===== src/inc/bsio_regs.svh =====
// Register offsets, field positions and reset values of the bridge block
`ifndef BSIO_REGS_SVH
`define BSIO_REGS_SVH

// Byte offsets
`define BSIO_OFF_CMD 8'h04
`define BSIO_OFF_LAT 8'h18
`define BSIO_OFF_IOSTS 8'h1C
`define BSIO_OFF_IOUP 8'h30

// Field positions
`define BSIO_CMD_PERR_BIT 6
`define BSIO_LAT_LSB 24
`define BSIO_IOBASE_LSB 4
`define BSIO_IOLIM_LSB 12
`define BSIO_STS_PERR_BIT 24
`define BSIO_STS_SIGTA_BIT 27
`define BSIO_STS_RCVTA_BIT 28
`define BSIO_STS_RCVMA_BIT 29
`define BSIO_STS_SERR_BIT 30
`define BSIO_STS_DPE_BIT 31

// Masks and reset values
`define BSIO_LAT_RST 8'h00
`define BSIO_CMD_RW_MASK 32'h0000_0040
`define BSIO_IOSTS_RW_MASK 32'h0000_F0F0
`define BSIO_IOSTS_W1C_MASK 32'hF900_0000
`define BSIO_IOSTS_RO_VAL 32'h02A0_0101
`define BSIO_IOUP_RST 32'h0000_0000
`define BSIO_IO_LOW_FILL 12'hFFF

`endif


===== src/inc/bsio_pkg.sv =====
// Types shared by the bridge secondary register block
package bsio_pkg;

  typedef enum logic [1:0] {
    BSIO_RESP_OKAY = 2'h0,
    BSIO_RESP_SLVERR = 2'h2
  } bsio_resp_t;

  // Gray order along idle, counting, expired
  typedef enum logic [1:0] {
    BSIO_LAT_IDLE = 2'h0,
    BSIO_LAT_COUNT = 2'h1,
    BSIO_LAT_EXPIRED = 2'h3
  } bsio_lat_state_t;

endpackage : bsio_pkg


===== src/hdl/bsio_io_window.sv =====
// I/O forwarding window compare
`timescale 1ns/1ps
`include "bsio_regs.svh"
module bsio_io_window (
  // Clock and reset
  input wire logic clk_sys,
  input wire logic rst_b,
  // Window bounds
  input wire logic [3:0] baseNib,
  input wire logic [3:0] limitNib,
  input wire logic [15:0] baseUpper,
  input wire logic [15:0] limitUpper,
  // Address to test
  input wire logic [31:0] ioAddr,
  input wire logic ioAddrValid,
  // Result
  output logic ioFwdValid,
  output logic ioFwdHit
);

  logic [31:0] lowBound;
  logic [31:0] highBound;

  // Bottom low bits zero, top low bits all ones
  assign lowBound = {baseUpper, baseNib, 12'h000};
  assign highBound = {limitUpper, limitNib, `BSIO_IO_LOW_FILL};

  // Forwarding decision
  always_ff @(posedge clk_sys or negedge rst_b) begin
    if (!rst_b) begin
      ioFwdValid <= 1'b0;
      ioFwdHit <= 1'b0;
    end else begin
      ioFwdValid <= ioAddrValid;
      ioFwdHit <= ioAddrValid && (ioAddr >= lowBound) && (ioAddr <= highBound);
    end
  end

endmodule : bsio_io_window


===== src/hdl/bsio_lat_timer.sv =====
// Secondary master latency timer
`timescale 1ns/1ps
module bsio_lat_timer #(
  parameter int LAT_W = 8
) (
  // Clock and reset
  input wire logic clk_sys,
  input wire logic rst_b,
  // Setting
  input wire logic [LAT_W-1:0] latency,
  // Master cycle status
  input wire logic mstActive,
  input wire logic frameStart,
  input wire logic downstreamGrantN,
  input wire logic firstDataDone,
  input wire logic mwiCycle,
  // Results
  output logic latExpired,
  output logic latEndRequest
);
  import bsio_pkg::*;

  bsio_lat_state_t state_reg;
  logic [LAT_W-1:0] count_reg;
  logic zeroLat_reg;

  // Counts clocks from frame assertion
  always_ff @(posedge clk_sys or negedge rst_b) begin
    if (!rst_b) begin
      state_reg <= BSIO_LAT_IDLE;
      count_reg <= '0;
      zeroLat_reg <= 1'b0;
    end else if (!mstActive) begin
      state_reg <= BSIO_LAT_IDLE;
    end else begin
      case (state_reg)
        BSIO_LAT_IDLE: begin
          if (frameStart) begin
            count_reg <= latency;
            zeroLat_reg <= (latency == '0);
            state_reg <= (latency == '0) ? BSIO_LAT_EXPIRED : BSIO_LAT_COUNT;
          end
        end
        BSIO_LAT_COUNT: begin
          count_reg <= count_reg - 1'b1;
          if (count_reg == LAT_W'(1)) begin
            state_reg <= BSIO_LAT_EXPIRED;
          end
        end
        default: begin
          state_reg <= BSIO_LAT_EXPIRED;
        end
      endcase
    end
  end

  // Zero setting ends after first data once grant is gone, not for MWI
  always_ff @(posedge clk_sys or negedge rst_b) begin
    if (!rst_b) begin
      latExpired <= 1'b0;
      latEndRequest <= 1'b0;
    end else begin
      latExpired <= mstActive && (state_reg == BSIO_LAT_EXPIRED);
      latEndRequest <= mstActive && (state_reg == BSIO_LAT_EXPIRED) && downstreamGrantN
        && firstDataDone && !(mwiCycle && zeroLat_reg);
    end
  end

endmodule : bsio_lat_timer


===== src/hdl/bsio_regbank.sv =====
// Secondary latency, I/O window and secondary status registers
//
// Design decision made here: register access over AXI4-Lite.
`timescale 1ns/1ps
// Overview of operation
// - Latency timer counts clocks from frame assertion as master; resets zero.
// - Zero latency: end after first data once grant removed, except MWI.
// - I/O base and limit low nibbles read-only one: 32-bit I/O.
// - Limit bits 15:12 give window top bits 15:12; low bits ones.
// - Bounds, with separate upper halves, decide I/O forwarding.
// - Status bit 21 read-only one: 66 MHz capable.
// - Status bit 23 read-only one: fast back-to-back capable.
// - Bit 24 sets on parity error pin while command bit 6 set.
// - Bits 26:25 read-only select timing, medium 01.
// - Bit 27 sets when bridge as target signals target abort.
// - Bit 28 sets when bridge master receives target abort.
// - Bit 29 sets when bridge master receives master abort.
// - Bit 30 sets when system error pin asserted.
// - Bit 31 sets on detected address or data parity error.
`include "bsio_regs.svh"
module bsio_regbank #(
  parameter int LAT_W = 8
) (
  // Clock and reset
  input wire logic clk_sys,
  input wire logic rst_b,

  // AXI4-Lite write address
  input wire logic [7:0] s_axi_awaddr,
  input wire logic s_axi_awvalid,
  output logic s_axi_awready,

  // AXI4-Lite write data
  input wire logic [31:0] s_axi_wdata,
  input wire logic [3:0] s_axi_wstrb,
  input wire logic s_axi_wvalid,
  output logic s_axi_wready,

  // AXI4-Lite write response
  output bsio_pkg::bsio_resp_t s_axi_bresp,
  output logic s_axi_bvalid,
  input wire logic s_axi_bready,

  // AXI4-Lite read address
  input wire logic [7:0] s_axi_araddr,
  input wire logic s_axi_arvalid,
  output logic s_axi_arready,

  // AXI4-Lite read data
  output logic [31:0] s_axi_rdata,
  output bsio_pkg::bsio_resp_t s_axi_rresp,
  output logic s_axi_rvalid,
  input wire logic s_axi_rready,

  // Secondary bus pins
  input wire logic downstreamParityErrN,
  input wire logic downstreamSystemErrN,

  // Secondary bus events
  input wire logic tgtAbortSignaled,
  input wire logic rcvdTgtAbort,
  input wire logic rcvdMstAbort,
  input wire logic parityErrDetected,

  // Secondary master cycle status
  input wire logic mstActive,
  input wire logic frameStart,
  input wire logic downstreamGrantN,
  input wire logic firstDataDone,
  input wire logic mwiCycle,

  // Latency results
  output logic latExpired,
  output logic latEndRequest,

  // I/O decode request
  input wire logic [31:0] ioAddr,
  input wire logic ioAddrValid,

  // I/O decode result
  output logic ioFwdValid,
  output logic ioFwdHit
);
  import bsio_pkg::*;

  // ****************************************
  // Helpers
  // ****************************************

  function automatic logic regHit(input logic [7:0] addr, input logic [7:0] off);
    regHit = (addr[7:2] == off[7:2]);
  endfunction : regHit

  function automatic logic [31:0] laneMask(input logic [3:0] strb);
    laneMask = {{8{strb[3]}}, {8{strb[2]}}, {8{strb[1]}}, {8{strb[0]}}};
  endfunction : laneMask

  function automatic logic mapped(input logic [7:0] addr);
    mapped = regHit(addr, `BSIO_OFF_CMD) || regHit(addr, `BSIO_OFF_LAT)
      || regHit(addr, `BSIO_OFF_IOSTS) || regHit(addr, `BSIO_OFF_IOUP);
  endfunction : mapped

  // ****************************************
  // Storage
  // ****************************************

  logic [31:0] cmd_reg;
  logic [LAT_W-1:0] lat_reg;
  logic [31:0] ioRw_reg;
  logic [31:0] sts_reg;
  logic [31:0] sts_next;
  logic [31:0] ioUp_reg;

  logic [7:0] wAddr_reg;
  logic [31:0] wData_reg;
  logic [3:0] wStrb_reg;
  logic doWrite;
  logic [31:0] wMask;
  logic [31:0] setVec;
  logic [31:0] ioStsWord;
  logic [31:0] readWord;
  logic wrCmd;
  logic wrLat;
  logic wrIo;
  logic wrUp;

  // ****************************************
  // Write channel
  // ****************************************

  // Address and data taken in either order; write once both held
  assign doWrite = !s_axi_awready && !s_axi_wready && !s_axi_bvalid;
  assign wMask = doWrite ? laneMask(wStrb_reg) : 32'h0000_0000;

  // Per-register strobes, live only in the one write cycle
  assign wrCmd = doWrite && regHit(wAddr_reg, `BSIO_OFF_CMD);
  assign wrLat = doWrite && regHit(wAddr_reg, `BSIO_OFF_LAT);
  assign wrIo = doWrite && regHit(wAddr_reg, `BSIO_OFF_IOSTS);
  assign wrUp = doWrite && regHit(wAddr_reg, `BSIO_OFF_IOUP);

  always_ff @(posedge clk_sys or negedge rst_b) begin
    if (!rst_b) begin
      s_axi_awready <= 1'b1;
      wAddr_reg <= 8'h00;
    end else if (s_axi_awvalid && s_axi_awready) begin
      s_axi_awready <= 1'b0;
      wAddr_reg <= s_axi_awaddr;
    end else if (s_axi_bvalid && s_axi_bready) begin
      s_axi_awready <= 1'b1;
    end
  end

  always_ff @(posedge clk_sys or negedge rst_b) begin
    if (!rst_b) begin
      s_axi_wready <= 1'b1;
      wData_reg <= 32'h0000_0000;
      wStrb_reg <= 4'h0;
    end else if (s_axi_wvalid && s_axi_wready) begin
      s_axi_wready <= 1'b0;
      wData_reg <= s_axi_wdata;
      wStrb_reg <= s_axi_wstrb;
    end else if (s_axi_bvalid && s_axi_bready) begin
      s_axi_wready <= 1'b1;
    end
  end

  always_ff @(posedge clk_sys or negedge rst_b) begin
    if (!rst_b) begin
      s_axi_bvalid <= 1'b0;
    end else if (doWrite) begin
      s_axi_bvalid <= 1'b1;
    end else if (s_axi_bvalid && s_axi_bready) begin
      s_axi_bvalid <= 1'b0;
    end
  end

  // Refused unless the address names a register
  always_ff @(posedge clk_sys or negedge rst_b) begin
    if (!rst_b) begin
      s_axi_bresp <= BSIO_RESP_OKAY;
    end else if (doWrite) begin
      s_axi_bresp <= mapped(wAddr_reg) ? BSIO_RESP_OKAY : BSIO_RESP_SLVERR;
    end
  end

  // ****************************************
  // Writable fields
  // ****************************************

  always_ff @(posedge clk_sys or negedge rst_b) begin
    if (!rst_b) begin
      cmd_reg <= 32'h0000_0000;
    end else if (wrCmd) begin
      cmd_reg <= (cmd_reg & ~(wMask & `BSIO_CMD_RW_MASK))
        | (wData_reg & wMask & `BSIO_CMD_RW_MASK);
    end
  end

  // Latency setting; reset zero
  always_ff @(posedge clk_sys or negedge rst_b) begin
    if (!rst_b) begin
      lat_reg <= LAT_W'(`BSIO_LAT_RST);
    end else if (wrLat && wMask[`BSIO_LAT_LSB]) begin
      lat_reg <= wData_reg[`BSIO_LAT_LSB +: LAT_W];
    end
  end

  // Only the window nibbles take writes
  always_ff @(posedge clk_sys or negedge rst_b) begin
    if (!rst_b) begin
      ioRw_reg <= 32'h0000_0000;
    end else if (wrIo) begin
      ioRw_reg <= (ioRw_reg & ~(wMask & `BSIO_IOSTS_RW_MASK))
        | (wData_reg & wMask & `BSIO_IOSTS_RW_MASK);
    end
  end

  // Upper halves of both bounds
  always_ff @(posedge clk_sys or negedge rst_b) begin
    if (!rst_b) begin
      ioUp_reg <= `BSIO_IOUP_RST;
    end else if (wrUp) begin
      ioUp_reg <= (ioUp_reg & ~wMask) | (wData_reg & wMask);
    end
  end

  // ****************************************
  // Sticky status
  // ****************************************

  always_comb begin
    setVec = 32'h0000_0000;
    setVec[`BSIO_STS_PERR_BIT] = !downstreamParityErrN && cmd_reg[`BSIO_CMD_PERR_BIT];
    setVec[`BSIO_STS_SIGTA_BIT] = tgtAbortSignaled;
    setVec[`BSIO_STS_RCVTA_BIT] = rcvdTgtAbort;
    setVec[`BSIO_STS_RCVMA_BIT] = rcvdMstAbort;
    setVec[`BSIO_STS_SERR_BIT] = !downstreamSystemErrN;
    setVec[`BSIO_STS_DPE_BIT] = parityErrDetected;
  end

  // Set wins over a clear in the same cycle, so no event is lost
  always_comb begin
    sts_next = sts_reg;
    if (wrIo) begin
      sts_next = sts_reg & ~(wData_reg & wMask);
    end
    sts_next = (sts_next | setVec) & `BSIO_IOSTS_W1C_MASK;
  end

  always_ff @(posedge clk_sys or negedge rst_b) begin
    if (!rst_b) begin
      sts_reg <= 32'h0000_0000;
    end else begin
      sts_reg <= sts_next;
    end
  end

  // ****************************************
  // Read channel
  // ****************************************

  // Constant fields: 32-bit I/O, 66 MHz, fast back-to-back, medium select
  assign ioStsWord = `BSIO_IOSTS_RO_VAL | ioRw_reg | sts_reg;

  always_comb begin
    readWord = 32'h0000_0000;
    if (regHit(s_axi_araddr, `BSIO_OFF_CMD)) begin
      readWord = cmd_reg & `BSIO_CMD_RW_MASK;
    end else if (regHit(s_axi_araddr, `BSIO_OFF_LAT)) begin
      readWord[`BSIO_LAT_LSB +: LAT_W] = lat_reg;
    end else if (regHit(s_axi_araddr, `BSIO_OFF_IOSTS)) begin
      readWord = ioStsWord;
    end else if (regHit(s_axi_araddr, `BSIO_OFF_IOUP)) begin
      readWord = ioUp_reg;
    end
  end

  // Address ready again only after the data handshake
  always_ff @(posedge clk_sys or negedge rst_b) begin
    if (!rst_b) begin
      s_axi_arready <= 1'b1;
    end else if (s_axi_arvalid && s_axi_arready) begin
      s_axi_arready <= 1'b0;
    end else if (s_axi_rvalid && s_axi_rready) begin
      s_axi_arready <= 1'b1;
    end
  end

  always_ff @(posedge clk_sys or negedge rst_b) begin
    if (!rst_b) begin
      s_axi_rvalid <= 1'b0;
    end else if (s_axi_arvalid && s_axi_arready) begin
      s_axi_rvalid <= 1'b1;
    end else if (s_axi_rvalid && s_axi_rready) begin
      s_axi_rvalid <= 1'b0;
    end
  end

  // Data and code captured at the take, held until accepted
  always_ff @(posedge clk_sys or negedge rst_b) begin
    if (!rst_b) begin
      s_axi_rdata <= 32'h0000_0000;
      s_axi_rresp <= BSIO_RESP_OKAY;
    end else if (s_axi_arvalid && s_axi_arready) begin
      s_axi_rdata <= readWord;
      s_axi_rresp <= mapped(s_axi_araddr) ? BSIO_RESP_OKAY : BSIO_RESP_SLVERR;
    end
  end

  // ****************************************
  // Consumers
  // ****************************************

  // Secondary master latency
  bsio_lat_timer #(
    .LAT_W(LAT_W)
  ) u_lat (
    .clk_sys(clk_sys),
    .rst_b(rst_b),
    .latency(lat_reg),
    .mstActive(mstActive),
    .frameStart(frameStart),
    .downstreamGrantN(downstreamGrantN),
    .firstDataDone(firstDataDone),
    .mwiCycle(mwiCycle),
    .latExpired(latExpired),
    .latEndRequest(latEndRequest)
  );

  // I/O forwarding decode
  bsio_io_window u_iowin (
    .clk_sys(clk_sys),
    .rst_b(rst_b),
    .baseNib(ioRw_reg[`BSIO_IOBASE_LSB +: 4]),
    .limitNib(ioRw_reg[`BSIO_IOLIM_LSB +: 4]),
    .baseUpper(ioUp_reg[15:0]),
    .limitUpper(ioUp_reg[31:16]),
    .ioAddr(ioAddr),
    .ioAddrValid(ioAddrValid),
    .ioFwdValid(ioFwdValid),
    .ioFwdHit(ioFwdHit)
  );

endmodule : bsio_regbank


===== config.mk =====
export PLATFORM = sky130hd
export DESIGN_NAME = bsio_regbank
export DESIGN_NICKNAME = d
export VERILOG_FILES = /design/src/inc/bsio_pkg.sv /design/src/hdl/bsio_io_window.sv /design/src/hdl/bsio_lat_timer.sv /design/src/hdl/bsio_regbank.sv
export VERILOG_INCLUDE_DIRS = /design/src /design/src/inc
export SDC_FILE = /design/constraint.sdc
export NUM_CORES = 1
export LEC_CHECK = 0
export ABC_AREA = 1
export BUFFER_PORTS_ARGS = -buffer_cell sky130_fd_sc_hd__buf_2
export CORE_ASPECT_RATIO = 1.5
export CORE_UTILIZATION = 55
export CTS_CLUSTER_DIAMETER = 40
export DETAILED_ROUTE_END_ITERATION = 6
export MAX_ROUTING_LAYER = met4
export PLACE_DENSITY = 0.8
export SYNTH_ARGS = -nofsm -noshare
export SYNTH_HDL_FRONTEND = slang
export SYNTH_SLANG_ARGS = --single-unit

===== constraint.sdc =====
create_clock -name clk_sys -period 3.4 [get_ports clk_sys]
set_input_delay 0 -clock clk_sys [delete_from_list [all_inputs] [get_ports clk_sys]]
set_output_delay 0 -clock clk_sys [all_outputs]
set_load 0.02 [all_outputs]

======== Word-level counts from Yosys, hierarchy flattened ========
Index checks and enable logic that the tools add are counted.
operators by class
  add/subtract/negate cells ............... 1
  equality and inequality tests ........... 14
  bitwise operators ....................... 14
  mux-type cells .......................... 25
  reductions and logical operators ........ 42
  order comparisons ....................... 2
operators by type and width
  cell                                                 number
  AND 32 bit                                           5
  2-to-1 mux 32 bit                                    5
  OR 32 bit                                            3
  inverter 32 bit                                      2
  greater-or-equal comparator 32 bit                   1
  less-or-equal comparator 32 bit                      1
  inverter 16 -> 32 bit                                1
  inverter 7 -> 32 bit                                 1
  OR 32 x 16 -> 32 bit                                 1
  OR 32 x 7 -> 32 bit                                  1
  equality test 6 x 3 -> 1 bit, second input constant  4
  2-to-1 mux 24 bit                                    1
  logical AND 1 bit                                    20
  2-to-1 mux 8 bit                                     2
  case mux 8 bit (2 select lines)                      1
  equality test 6 x 1 -> 1 bit, second input constant  2
  equality test 6 x 4 -> 1 bit, second input constant  2
  2-to-1 mux 2 bit                                     6
  nonzero test 2 bit                                   5
  2-to-1 mux 1 bit                                     9
  equality test 8 x 1 -> 1 bit, second input constant  1
  zero test 8 bit                                      1
  subtractor 8 x 1 -> 8 bit, second input constant     1
  zero test 1 bit                                      6
  other kinds (10)                                     16
word-level totals
  word-level logic and storage cells ...... 121
  output and inout bits ................... 45
  register bits after elaboration ......... 210
  input port bits ......................... 103

======== Logic depth before layout (Yosys ltp) ========
  word-level depth ........................ 9
  depth in mapped cells ................... 12
  depth with buffers taken out ............ 12

======== Hierarchy ========
A second synthesis with hierarchy kept.
unflattened totals
  cell total of the unflattened synthesis .. 985
  area, all modules ....................... 8012.7 um2
by module, submodules not included
  module          seq. area each (um2)  instances  cells each  area each (um2)
  bsio_regbank    3407.0                1          642         5854.4
  bsio_io_window  50.0                  1          226         1333.8
  bsio_lat_timer  325.3                 1          117         824.5

======== Worst setup path after synthesis ========
Ideal clock, no wire load.
  path type ............................... register -> register
  start ................................... register s_axi_arready
  end ..................................... register s_axi_rdata[26]
  stages on the path, launching flop included .. 8
  library setup time ...................... 87 ps
  required time ........................... 3313 ps
  clock period less this slack ............ 1509 ps
  buffers on the path ..................... 1
  path slack .............................. 1891 ps
  data arrival time ....................... 1422 ps
  cell sequence ........................... dfstp_2 > nand2_1 > inv_2 > nand2_1 > inv_2 > nand2_2 > buf_2 > o211ai_1
between the ends
  longest elaborated chain between the ends .. 1
RTL lines
  element                   line                 text
  start: declaration        bsio_regbank.sv:47   output logic s_axi_arready,
  start signal: assignment  bsio_regbank.sv:281  s_axi_arready <= 1'b1;
  start signal: assignment  bsio_regbank.sv:283  s_axi_arready <= 1'b0;
  start signal: assignment  bsio_regbank.sv:285  s_axi_arready <= 1'b1;
  logical AND 1 bit         bsio_regbank.sv:304  end else if (s_axi_arvalid && s_axi_arready) begin
  end signal: assignment    bsio_regbank.sv:305  s_axi_rdata <= readWord;
  end: declaration          bsio_regbank.sv:50   output logic [31:0] s_axi_rdata,
Every way passes these cells.
A chain may end at the register's enable or synchronous reset.

======== Final worst setup path ========
  start ................................... register u_lat.count_reg[2]
  end ..................................... register u_lat.state_reg[1]
between the ends
  longest elaborated chain between the ends .. 3
RTL lines
  element                                          line                  text
  start: declaration                               bsio_lat_timer.sv:24  logic [LAT_W-1:0] count_reg;
  start signal: assignment                         bsio_lat_timer.sv:39  count_reg <= latency;
  start signal: assignment                         bsio_lat_timer.sv:45  count_reg <= count_reg - 1'b1;
  equality test 8 x 1 -> 1 bit                     bsio_lat_timer.sv:46  if (count_reg == LAT_W'(1)) begin
  inequality test 3 x 2 -> 1 bit (no source line)  -
  AND reduction 2 bit (no source line)             -
  end signal: assignment                           bsio_lat_timer.sv:41  state_reg <= (latency == '0) ? BSIO_LAT_EXPIRED : BSIO_LAT_COUNT;
  end: declaration                                 bsio_lat_timer.sv:23  bsio_lat_state_t state_reg;
Every way passes these cells.

==> flow_summary.json <==
{
  "cp_max_fo": 5,
  "start_util": 0.5659,
  "dr.pass1.iters": 7,
  "critPathBufInv": 1,
  "ios": 148,
  "synth_top_area_cell": "dfrtp_1",
  "synth_cell_type_count": 35,
  "fin_crit_sh": 0.5542,
  "rsz0062_at_grt": "no",
  "synth_area_per_cell_um2": 8.317,
  "rr_startpoint": "u_lat.count_reg[2]",
  "grt_use_total": 0.2826,
  "syn2layout_area_growth_pct": 27.16,
  "numCtsBuffers": 17,
  "arrival_ns": 2.23,
  "seq_area_frac_synth": 0.5110,
  "fin_crit_ns": 1.884,
  "synth-simple-area-share": 0.1883,
  "crit_path_end_kind": "register",
  "crit_slowest_cell": "dlygate4sd3_1",
  "crit_chain": "nor2_1 > nand2_1 > nor3_1 > nor3_1 > nor2_1 > nand2_1 > dlygate4sd3_1 > nor2_1",
  "worstMarginPinSlew_ns": 0.9718,
  "cts.sinks": 151,
  "post-route-util": 0.7196,
  "criticalPathCategory": "register to register",
  "clock_latency_ns": 0.42,
  "critPathMaxStageDelay_ns": 0.55,
  "async_flop_share": 1.000,
  "hold_viol_final": 0,
  "post_cts_buffers": 0,
  "row_count": 51,
  "die-area_um2": 13940,
  "synth_common_cells": "nand2_1 (200), dfrtp_1 (148), inv_1 (138), nor2_1 (92), o21ai_0 (83)",
  "drv_cap": 0,
  "fillCellCount": 988,
  "ys.flop_type": "dfrtp_1",
  "p_leak_nw": 4.845,
  "ir_drop_mv": 0.5696,
  "hold_path_end": "s_axi_rdata[25]",
  "antenna_found_initial": 0,
  "synth_top_area_share": 0.5003,
  "cts_root_buffer": "clkbuf_16",
  "synth-xor-area-share": 0.001183,
  "synth_compound_area_frac": 0.1373,
  "cts_tree": "yes",
  "grt_first_pass_wirelength_mm": 30.05,
  "clkSlewWorstSetupHoldPaths_ns": 0.06,
  "overflow": 0,
  "num_vias": 6567,
  "clk_path_buf_depth": 2,
  "synth_enable_flop_cells": 0,
  "setup_tns_ns": 0,
  "hp-class": "input port to register",
  "drt-initial-drc-count": 403,
  "port_buffers": 141,
  "wl_per_cell_um": 14.51,
  "num-nets-final": 1235,
  "slew_violations": 0,
  "setup_ws_ns": 1.516,
  "yosys_warnings": 0,
  "drive_gt1_frac": 0.1813,
  "pre_cts_slack_ns": 1.591,
  "drc": 0,
  "slew_headroom": 0.3521,
  "p_per_area_nw_per_um2": 646.3,
  "cp-start-kind": "register",
  "crit_required_ns": 3.74,
  "place.gp.congestion": 0.8405,
  "h-tree-depth": 4,
  "routed_wl_mm": 18.31,
  "hp-start": "s_axi_araddr[7]",
  "vias_per_cell": 5.204,
  "core_um2": 13080,
  "synthCells": 890,
  "rr_endpoint": "u_lat.state_reg[1]",
  "clock_skew_ns": 0.01011,
  "synth_mux_area_frac": 0.004564,
  "crit_top_cell": "nor2_1",
  "grt_pass1_vias": 6309,
  "critPathTopFamily": "simple AND/OR/NAND/NOR gates",
  "run_status": "finished clean",
  "synth-seq-cells": 151,
  "postRouteAntennaNets": 0,
  "reg2reg_slack_ns": 1.52,
  "die_h_um": 144.1,
  "fmax_mhz": 530.7,
  "synthAdderAreaFrac": 0.07099,
  "n_antenna_cell": 0,
  "yosys-top-cells-area": "dfrtp_1 (50%), nand2_1 (10%), ha_1 (7.1%)",
  "setup_viol": 0,
  "die_w_um": 96.72,
  "synth_most_common_cell": "nand2_1",
  "synth_top_family_by_area": "simple AND/OR/NAND/NOR gates",
  "grt_max_degree": 111,
  "r2r_cells": 8,
  "hold_path_depth": 6,
  "hpwlAfterDp_mm": 12.88,
  "netlist_area_um2": 7402
}
==> worst reg2reg max path: cells and delay by family (launching register included) <==
family / cells / cell delay [ns]
and+or+nand+nor: 7 / 0.84
buffers and inverters: 1 / 0.55
DFF: 1 / 0.41
==> power by group <==
part	switching, mW	internal [mW]	total (mW)	leakage [nW]
registers	0.270	2.27	2.54	1.91
clock network	0.750	1.10	1.85	0.283
logic	1.09	0.598	1.69	2.65
==> cell families after synthesis <==
family                     after synthesis
DFF                                    151
AOI/OAI and AO/OA                      190
adders and majority gates               42
and+or+nand+nor                        337
xor gates and xnor gates                 1
muxes                                    3
other                                    1
buffers and inverters                  165
==> metal layers <==
metal  wire, µm  share of wire  GRT usage  vias to the layer above
met3        859          0.047    0.04737                       46
met5          0              0          -                        -
met2       9237           0.50     0.4726                      210
met1       7642           0.42     0.3416                     3058
met4        574          0.031     0.1178                        0
li1           -              -          -                     3253
==> how the worst max path moves through the flow <==
stage	slack [ns]	startpoint	end	depth (start not counted)
finish	1.52	u_lat.count_reg[2]	u_lat.state_reg[1]	8
global route	1.36	u_lat.count_reg[1]	u_lat.state_reg[1]	9
CTS	1.54	u_lat.count_reg[1]	u_lat.state_reg[1]	9
detailed placement	1.59	s_axi_arready	s_axi_rdata[22]	7
global placement	1.64	s_axi_arready	s_axi_rdata[28]	7
floorplan	1.89	s_axi_arready	s_axi_rdata[26]	7
==> per-stage QoR <==
stage	hold WS [ns]	area [µm²]	instances	total power, mW
after global placement	0.1416	8248	1173	4.115
after detailed placement	0.1441	8248	1173	4.187
after floorplan	-0.2956	7406	891	3.663
after CTS	0.04834	9413	1262	6.100
after global routing	0.08301	9413	1262	6.481
final	0.06801	9413	1262	6.084
==> placed cells by master (no fill, tap or decap), types with 8 or more instances in the layout <==
cell type and count:
nand3_1 13, nand2_1 199, o21ai_0 83, o21ai_1 11, buf_2 140, dlygate4sd3_1 57, ha_1 42, nor3_1 11
dfrtp_1 148, nor2_1 92, o211ai_1 10, nand2_2 8, inv_1 138, a21oi_1 67, clkbuf_16 17
==> repair_timing <==
item | in CTS | in global routing
hold buffers | 57 | 0
hold endpoints to repair | 167 | 0
resized for setup | 0 | 0
==> cell type report <==
class | instances | area (µm²) | share of cell area
flip-flops and latches | 151 | 3782 | 0.4018
multi-input cells | 575 | 2988 | 0.3174
repair buffers | 202 | 1313 | 0.1394
inverters | 143 | 536.8 | 0.05703
clock buffers | 21 | 480.5 | 0.05104
well taps | 159 | 198.9 | 0.02114
clock inverters | 11 | 113.9 | 0.01210
Power figures use the tool's default switching activity.
